[config.mk]
export PLATFORM = sky130hd
export DESIGN_NAME = fbp_unit
export DESIGN_NICKNAME = d
export VERILOG_FILES = /design/src/fbp_unit.v
export VERILOG_INCLUDE_DIRS = /design/src
export SDC_FILE = /design/constraint.sdc
export NUM_CORES = 1
export LEC_CHECK = 0
export ABC_AREA = 1
export BUFFER_PORTS_ARGS = -buffer_cell sky130_fd_sc_hd__buf_4
export CORE_MARGIN = 2
export CORE_UTILIZATION = 58
export DETAILED_ROUTE_END_ITERATION = 16
export HOLD_SLACK_MARGIN = 0.1
export MAX_ROUTING_LAYER = met4
export PLACE_DENSITY = 0.78
export REMOVE_ABC_BUFFERS = 1
export SYNTH_ARGS = -nofsm -noshare
export SYNTH_HDL_FRONTEND = slang
export SYNTH_SLANG_ARGS = --single-unit
[constraint.sdc]
create_clock -name clk -period 4.9 [get_ports clk]
set_input_delay 0.98 -clock clk [delete_from_list [all_inputs] [get_ports clk]]
set_output_delay 0.98 -clock clk [all_outputs]
set_load 0.01 [all_outputs]
[src/fbp_defs.vh]
// flash block protection unit: offsets, fields, reset values, keys
// assumes a 32-bit AHB-Lite register window and byte addressing
`ifndef FBP_DEFS_VH
`define FBP_DEFS_VH

// ----------------------------------------
// register byte offsets
// ----------------------------------------
`define FBP_OFS_ADDR 12'h000
`define FBP_OFS_DATA 12'h004
`define FBP_OFS_CTRL 12'h008
`define FBP_OFS_RIS 12'h00C
`define FBP_OFS_IM 12'h010
`define FBP_OFS_MISC 12'h014
`define FBP_OFS_RDEN 12'h130
`define FBP_OFS_PGEN 12'h134
`define FBP_OFS_DBGW 12'h1D0
`define FBP_OFS_FLT 12'h1F0

// ----------------------------------------
// control register fields and key
// ----------------------------------------
`define FBP_KEY 16'hA442
`define FBP_CTRL_WRITE 0
`define FBP_CTRL_ERASE 1
`define FBP_CTRL_MERASE 2
`define FBP_CTRL_COMMIT 3

// ----------------------------------------
// interrupt bits
// ----------------------------------------
`define FBP_IRQ_ACCESS 0
`define FBP_IRQ_PROG 1

// ----------------------------------------
// commit selectors, reset values, debug bits
// ----------------------------------------
`define FBP_SEL_RDEN 32'h00000000
`define FBP_SEL_PGEN 32'h00000001
`define FBP_SEL_DBGW 32'h75100000
`define FBP_PROT_RESET 32'hFFFFFFFF
`define FBP_DBGW_RESET 32'hFFFFFFFE
`define FBP_DBG_LO 0
`define FBP_DBG_HI 1
`define FBP_BLOCK_SHIFT 11

`endif

[src/fbp_unit.v]
// flash block protection unit: per-block access gate, commit, interrupts
// assumes one AHB-Lite master, flash array answering with a done pulse
//
// Notes on behaviour
// - two enable bits per 2-KB block
// - program-enable one permits program and erase
// - read-enable zero allows fetch, refuses data
// - both zero: execute only
// - program one, read zero: no data reads
// - program zero, read one: read only
// - both one: no protection at all
// - protected read gets a bus fault
// - protected program refused, irq if masked in
// - factory state all enable bits one
// - bits only clear; uncommitted revert on power-on
// - commit through control register makes permanent
// - data-bus constant loads blocked on execute-only
// - read-enable zero blocks debugger reads too
// - two debug bits in user debug word
// - debug disabled blocks debug port access
// - disabled debug cannot be re-enabled
// - completion sets programming-complete status
// - protected program attempt sets violation status
// - raw visible; masked gates interrupt
// - write one clears raw and masked
`timescale 1ns/100ps
`default_nettype none
`include "fbp_defs.vh"

module fbp_unit #(
    parameter ADDR_W = 16
) (
    // clock and reset
    input wire clk,
    input wire srst,
    input wire por,
    // ahb-lite slave
    input wire hsel,
    input wire [31:0] haddr,
    input wire [1:0] htrans,
    input wire hwrite,
    input wire [2:0] hsize,
    input wire hready,
    input wire [31:0] hwdata,
    output wire hreadyout,
    output wire hresp,
    output reg [31:0] hrdata,
    // flash read requests from core and debugger
    input wire rd_req,
    input wire rd_fetch,
    input wire rd_debug,
    input wire [ADDR_W-1:0] rd_addr,
    output wire rd_allow,
    output wire rd_fault,
    // flash array program/erase port
    output reg fl_start_q,
    output reg [2:0] fl_op_q,
    output reg [31:0] fl_addr_q,
    output reg [31:0] fl_data_q,
    input wire fl_done,
    // debug gate
    input wire dbg_req,
    output wire dbg_allow,
    output wire dbg_enabled,
    // interrupt
    output wire irq
);

    // ----------------------------------------
    // state
    // ----------------------------------------
    reg [31:0] addr_q;
    reg [31:0] data_q;
    reg [3:0] busy_q;
    reg [1:0] ris_q;
    reg [1:0] im_q;
    reg [31:0] rden_q;
    reg [31:0] pgen_q;
    reg [31:0] rden_nv_q;
    reg [31:0] pgen_nv_q;
    reg [31:0] dbgw_q;
    reg [31:0] dbgw_nv_q;
    reg dbg_en_q;
    reg por_done_q;
    reg [1:0] flt_q;
    reg wr_ph_q;
    reg rd_ph_q;
    reg [11:0] ofs_q;

    // ----------------------------------------
    // bus decode
    // ----------------------------------------
    wire take = hsel & hready & htrans[1];
    wire wr = wr_ph_q;
    assign hreadyout = 1'b1;
    assign hresp = 1'b0;

    wire key_ok = (hwdata[31:16] == `FBP_KEY);
    wire ctrl_wr = wr & (ofs_q == `FBP_OFS_CTRL) & key_ok & (busy_q == 4'h0);
    wire [4:0] blk = addr_q[`FBP_BLOCK_SHIFT+4:`FBP_BLOCK_SHIFT];
    wire pg_ok = pgen_q[blk];
    wire pg_cmd = ctrl_wr & (hwdata[`FBP_CTRL_WRITE] | hwdata[`FBP_CTRL_ERASE]);
    wire me_cmd = ctrl_wr & hwdata[`FBP_CTRL_MERASE];
    wire me_ok = &pgen_q;
    wire cm_cmd = ctrl_wr & hwdata[`FBP_CTRL_COMMIT];
    wire deny = (pg_cmd & ~pg_ok) | (me_cmd & ~me_ok);
    wire go = (pg_cmd & pg_ok) | (me_cmd & me_ok);

    // ----------------------------------------
    // read gate
    // ----------------------------------------
    wire [4:0] rblk = rd_addr[`FBP_BLOCK_SHIFT+4:`FBP_BLOCK_SHIFT];
    wire rd_ok = rd_fetch & ~rd_debug | rden_q[rblk];
    assign rd_allow = rd_req & rd_ok & (~rd_debug | dbg_en_q);
    assign rd_fault = rd_req & ~rd_allow;
    assign dbg_allow = dbg_req & dbg_en_q;
    assign dbg_enabled = dbg_en_q;
    assign irq = |(ris_q & im_q);

    // ----------------------------------------
    // address phase capture
    // ----------------------------------------
    always @(posedge clk)
    begin
        if (srst)
        begin
            wr_ph_q <= 1'b0;
            rd_ph_q <= 1'b0;
            ofs_q <= 12'h000;
        end
        else
        begin
            wr_ph_q <= take & hwrite;
            rd_ph_q <= take & ~hwrite;
            if (take)
                ofs_q <= haddr[11:0];
        end
    end

    // ----------------------------------------
    // control, interrupt, volatile registers
    // ----------------------------------------
    always @(posedge clk)
    begin
        if (srst)
        begin
            addr_q <= 32'h00000000;
            data_q <= 32'h00000000;
            busy_q <= 4'h0;
            ris_q <= 2'h0;
            im_q <= 2'h0;
            fl_start_q <= 1'b0;
            fl_op_q <= 3'h0;
            fl_addr_q <= 32'h00000000;
            fl_data_q <= 32'h00000000;
            flt_q <= 2'h0;
        end
        else
        begin
            fl_start_q <= go;
            if (go)
            begin
                fl_op_q <= hwdata[2:0];
                fl_addr_q <= addr_q;
                fl_data_q <= data_q;
                busy_q <= {1'b0, hwdata[2:0]};
            end
            else if (cm_cmd)
                busy_q <= 4'h8;
            else if (fl_done || busy_q[3])
                busy_q <= 4'h0;
            if (wr && ofs_q == `FBP_OFS_ADDR)
                addr_q <= hwdata;
            if (wr && ofs_q == `FBP_OFS_DATA)
                data_q <= hwdata;
            if (wr && ofs_q == `FBP_OFS_IM)
                im_q <= hwdata[1:0];
            // set wins over clear
            ris_q[`FBP_IRQ_ACCESS] <= deny | (ris_q[`FBP_IRQ_ACCESS] &
                ~(wr && ofs_q == `FBP_OFS_MISC && hwdata[`FBP_IRQ_ACCESS]));
            ris_q[`FBP_IRQ_PROG] <= (fl_done & (busy_q != 4'h0) & ~busy_q[3]) |
                (ris_q[`FBP_IRQ_PROG] &
                ~(wr && ofs_q == `FBP_OFS_MISC && hwdata[`FBP_IRQ_PROG]));
            flt_q[0] <= rd_fault | (flt_q[0] &
                ~(wr && ofs_q == `FBP_OFS_FLT && hwdata[0]));
            flt_q[1] <= (rd_fault & rd_debug) | (flt_q[1] &
                ~(wr && ofs_q == `FBP_OFS_FLT && hwdata[1]));
        end
    end

    // ----------------------------------------
    // protection and debug words
    // ----------------------------------------
    always @(posedge clk)
    begin
        if (por)
        begin
            // factory image only when both resets are held together
            // committed copies otherwise survive a power-on reset
            if (srst)
            begin
                rden_nv_q <= `FBP_PROT_RESET;
                pgen_nv_q <= `FBP_PROT_RESET;
                dbgw_nv_q <= `FBP_DBGW_RESET;
            end
            rden_q <= `FBP_PROT_RESET;
            pgen_q <= `FBP_PROT_RESET;
            dbgw_q <= `FBP_DBGW_RESET;
            dbg_en_q <= 1'b0;
            por_done_q <= 1'b0;
        end
        else
        begin
            por_done_q <= 1'b1;
            if (!por_done_q)
            begin
                // uncommitted bits revert on power-on
                rden_q <= rden_nv_q;
                pgen_q <= pgen_nv_q;
                dbgw_q <= dbgw_nv_q;
                dbg_en_q <= dbgw_nv_q[`FBP_DBG_HI] & ~dbgw_nv_q[`FBP_DBG_LO];
            end
            else
            begin
                if (wr && ofs_q == `FBP_OFS_RDEN)
                    rden_q <= rden_q & hwdata;
                if (wr && ofs_q == `FBP_OFS_PGEN)
                    pgen_q <= pgen_q & hwdata;
            end
            if (cm_cmd && addr_q == `FBP_SEL_RDEN)
                rden_nv_q <= rden_nv_q & rden_q;
            if (cm_cmd && addr_q == `FBP_SEL_PGEN)
                pgen_nv_q <= pgen_nv_q & pgen_q;
            if (cm_cmd && addr_q == `FBP_SEL_DBGW && dbgw_nv_q[31])
                dbgw_nv_q <= dbgw_nv_q & data_q & 32'h7FFFFFFF;
        end
    end

    // ----------------------------------------
    // read data
    // ----------------------------------------
    always @(posedge clk)
    begin
        if (srst)
            hrdata <= 32'h00000000;
        else if (take && !hwrite)
        begin
            case (haddr[11:0])
                `FBP_OFS_ADDR: hrdata <= addr_q;
                `FBP_OFS_DATA: hrdata <= data_q;
                `FBP_OFS_CTRL: hrdata <= {28'h0000000, busy_q};
                `FBP_OFS_RIS: hrdata <= {30'h0, ris_q};
                `FBP_OFS_IM: hrdata <= {30'h0, im_q};
                `FBP_OFS_MISC: hrdata <= {30'h0, ris_q & im_q};
                `FBP_OFS_RDEN: hrdata <= rden_q;
                `FBP_OFS_PGEN: hrdata <= pgen_q;
                `FBP_OFS_DBGW: hrdata <= dbgw_q;
                `FBP_OFS_FLT: hrdata <= {30'h0, flt_q};
                default: hrdata <= 32'h00000000;
            endcase
        end
    end

endmodule
`default_nettype wire

==> summary.md <==
| Metric | Value |
|---|---|
| CP Cell Sequence | `buf_4 -> inv_1 -> nand2_1 -> nand3_1 -> nand3_1 -> nand3_1 -> nand2_1 -> nand2_1 -> nand3_1 -> nand2_1 -> nand2_1 -> inv_1 -> buf_4` |
| Fin cells | `2474` |
| DR WL/cell | `19.19 um` |
| Initial antenna violation count | `0` |
| Die X-Extent | `170.4 um` |
| Chip height | `170.4 um` |
| Period minus WS final | `3681 ps` |
| Mean Syn Cell Area | `8.186 um^2` |
| Status | `complete, no violations` |
| Area grow syn2layout | `16.71%` |
| Commonest non-fill, non-tap cell in the layout | `nand2_1` |
| Fraction of layout cells with a size suffix above 1 | `13.84%` |
| Worst Hold Depth | `2` |
| Die ar. | `29040 um^2` |
| Top FF cell, synth | `dfxtp_1` |
| Worst setup EP type | `output port` |
| CP startpoint kind | `input pin` |
| Synth top area share | `35.53%` |
| Crit path top cell by count | `nand2_1` |
| Root Driver | `clkbuf_16` |
| Clock-pin slew on the worst setup and hold paths | `50 ps` |
| Clock sinks | `381` |
| Top cells by area, synth | `dfxtp_1, edfxtp_1, o21ai_0` |
| WHS Endpoint | `ofs_q[0]` |
| Number of setup buffers added after CTS | `0` |
| Grt total ovfl | `0` |
| P_leak | `7.802 nW` |
| Max incr delay on CP | `430 ps` |
| Buffers and inverters on the worst path | `4` |
| Most frequent cells in the layout | `nand2_1, o21ai_0, dfxtp_1` |
| Critical path origin | `rd_addr[11]` |
| R2r startpoint | `addr_q[11]` |
| Clock Path Buffers | `3` |
| Seq/Total Area, Yosys | `53.47%` |
| Vias | `14440` |
| Max cap viols | `0` |
| Post-CTS sizing | `0` |
| Layout Cell Area excl Fill | `18740 um^2` |
| # DRC | `0` |
| Mapped Cells | `1962` |
| Crit-path slowest cell | `inv_1` |
| CTS tree | `done` |
| Hold wc startpoint | `ofs_q[0]` |
| Pin count of the biggest net entering global routing | `104` |
| Fin crit share | `75.12%` |
| Synth async-reset ratio | `0%` |
| Worst r2r path cells | `14` |
| CP top delay family | `simple AND/OR/NAND/NOR gates` |
| Post-Syn Area | `16060 um^2` |
| Post-detail-place hpwl | `30670 um` |
| Worst path required time | `3920 ps` |
| Clock skew | `7.911 ps` |
| Initial DRC Count | `1627` |
| Worst skew pair latency | `520 ps` |
| CP arrival | `2700 ps` |
| Fin. Hold Viols | `0` |
| First-pass GRT wire length | `73800 um` |
| Core area | `27100 um^2` |
| Layout Nets | `2168` |
| Max IR drop VDD | `0.2393 mV` |
| Synth cell types | `36` |
| Seq cells post-synth | `381` |
| Hold Path Class | `reg2reg` |
| Worst slew pin tran | `1138 ps` |
| H-tree depth | `2` |
| Port Buf Inserts | `165` |
| CTS Buf Count | `39` |
| RSZ-0062 raised after global routing | `no` |
| Routed vias/inst | `5.836` |
| Fin. max-slew vios | `0` |
| Slew HR | `24.13%` |
| Synth Warn # | `0` |
| GPL Wtd Cong | `0.9346` |
| Cts hold-fix bufs | `0` |
| Initial Util | `59.26%` |
| # IOs | `203` |
| DRT Pass-1 Iters | `5` |
| DRT antenna net count | `0` |
| Leading area contributor after synthesis | `dfxtp_1` |
| Final WL | `47460 um` |
| Reg2reg setup slack | `1690 ps` |
| Critical path class | `in2out` |
| Fmax | `271.7 MHz` |
| Max Fanout on Critical Path | `18` |
| Number of synthesized flops with an enable pin | `96` |
| Diode count | `0` |
| WHS | `446.9 ps` |
| Setup_tns | `0 ps` |
| Placed cell area | `17450 um^2` |
| R2r endpoint | `fl_addr_q[7]` |
| Setup violations, final | `0` |
| Placed cell count | `2403` |
| Final Core Density | `69.16%` |
| Power Density | `366.3 nW/um^2` |
| Vias in the first global route | `13740` |
| Total track usage | `33.58%` |
| Num rows | `60` |
[worst register-to-register path, delay by kind of cell, from the launching register on]
kind | cells | cell delay, ps
AND/OR/NAND/NOR | 12 | 1860
flip-flops | 1 | 980
buffers and inverters | 1 | 200
AO/OA/AOI/OAI | 1 | 90
[registers in the layout, indices dropped and copies added, names as in the netlist, 12 cells and up]
| name | cells |
|---|---|
| addr_q | 32 |
| data_q | 32 |
| dbgw_nv_q | 32 |
| dbgw_q | 32 |
| fl_addr_q | 32 |
| fl_data_q | 32 |
| hrdata | 32 |
| pgen_nv_q | 32 |
| pgen_q | 32 |
| rden_nv_q | 32 |
| rden_q | 32 |
| ofs_q | 12 |
[power breakdown]
group | total (W) | internal (W) | switching (W)
clock | 0.00301 | 0.00181 | 0.00120
combinational | 0.000462 | 0.000139 | 0.000323
sequential | 0.00339 | 0.00333 | 0.0000665
total | 0.00687 | 0.00527 | 0.00159
[synth_stat cells (all sizes together), types with 4 or more instances]
cell and instances:
a21oi 177, buf 32, clkbuf 85, dfxtp 285, edfxtp 96, inv 280
nand2 350, nand3 70, nand3b 4, nand4 27, nor2 39, nor3 21
nor4 8, o211ai 79, o21ai 370, o22ai 32
[through the flow]
stage | setup WS [ps] | power, W
2_1_floorplan | 35.84 | 0.003694
3_3_place_gp | 1312 | 0.003889
3_5_place_dp | 1259 | 0.003904
4_1_cts | 1246 | 0.006860
5_1_grt | 1041 | 0.007059
6_report | 1219 | 0.006866
[cell families after synthesis]
kind of cell / count (synthesis) / synth area share, %
AOI/OAI and AO/OA: 662 / 22.69
and+or+nand+nor: 520 / 13.92
buffers and inverters: 397 / 9.871
DFF: 381 / 53.47
other: 2 / 0.04676
[layer usage]
metal | global-route usage (%) | up-vias | wire [um]
met5 | - | - | 0
met4 | 9.810 | 0 | 1342
met3 | 7.209 | 126 | 4911
met2 | 52.33 | 738 | 21460
met1 | 44.33 | 6750 | 19750
li1 | - | 6825 | -
[layout make-up]
cell class	count	area, um^2
Clock inverter	8	116.4
Timing Repair Buffer	186	1409
Clock buffer	63	1180
Multi-Input combinational cell	1184	5927
Tap cell	372	465.4
Sequential cell	381	8592
Fill cell	2239	8357
Inverter	280	1055
[how the worst max path moves through the flow]
stage                            to  cells after the start  slack (ps)
final                      rd_fault                     13        1220
after global routing       rd_fault                     13        1040
after CTS                  rd_fault                     13        1250
after detailed placement   rd_fault                     13        1260
after global placement     rd_fault                     13        1310
after floorplan           pgen_q[0]                      4          40
Power figures use the tool's default switching activity.
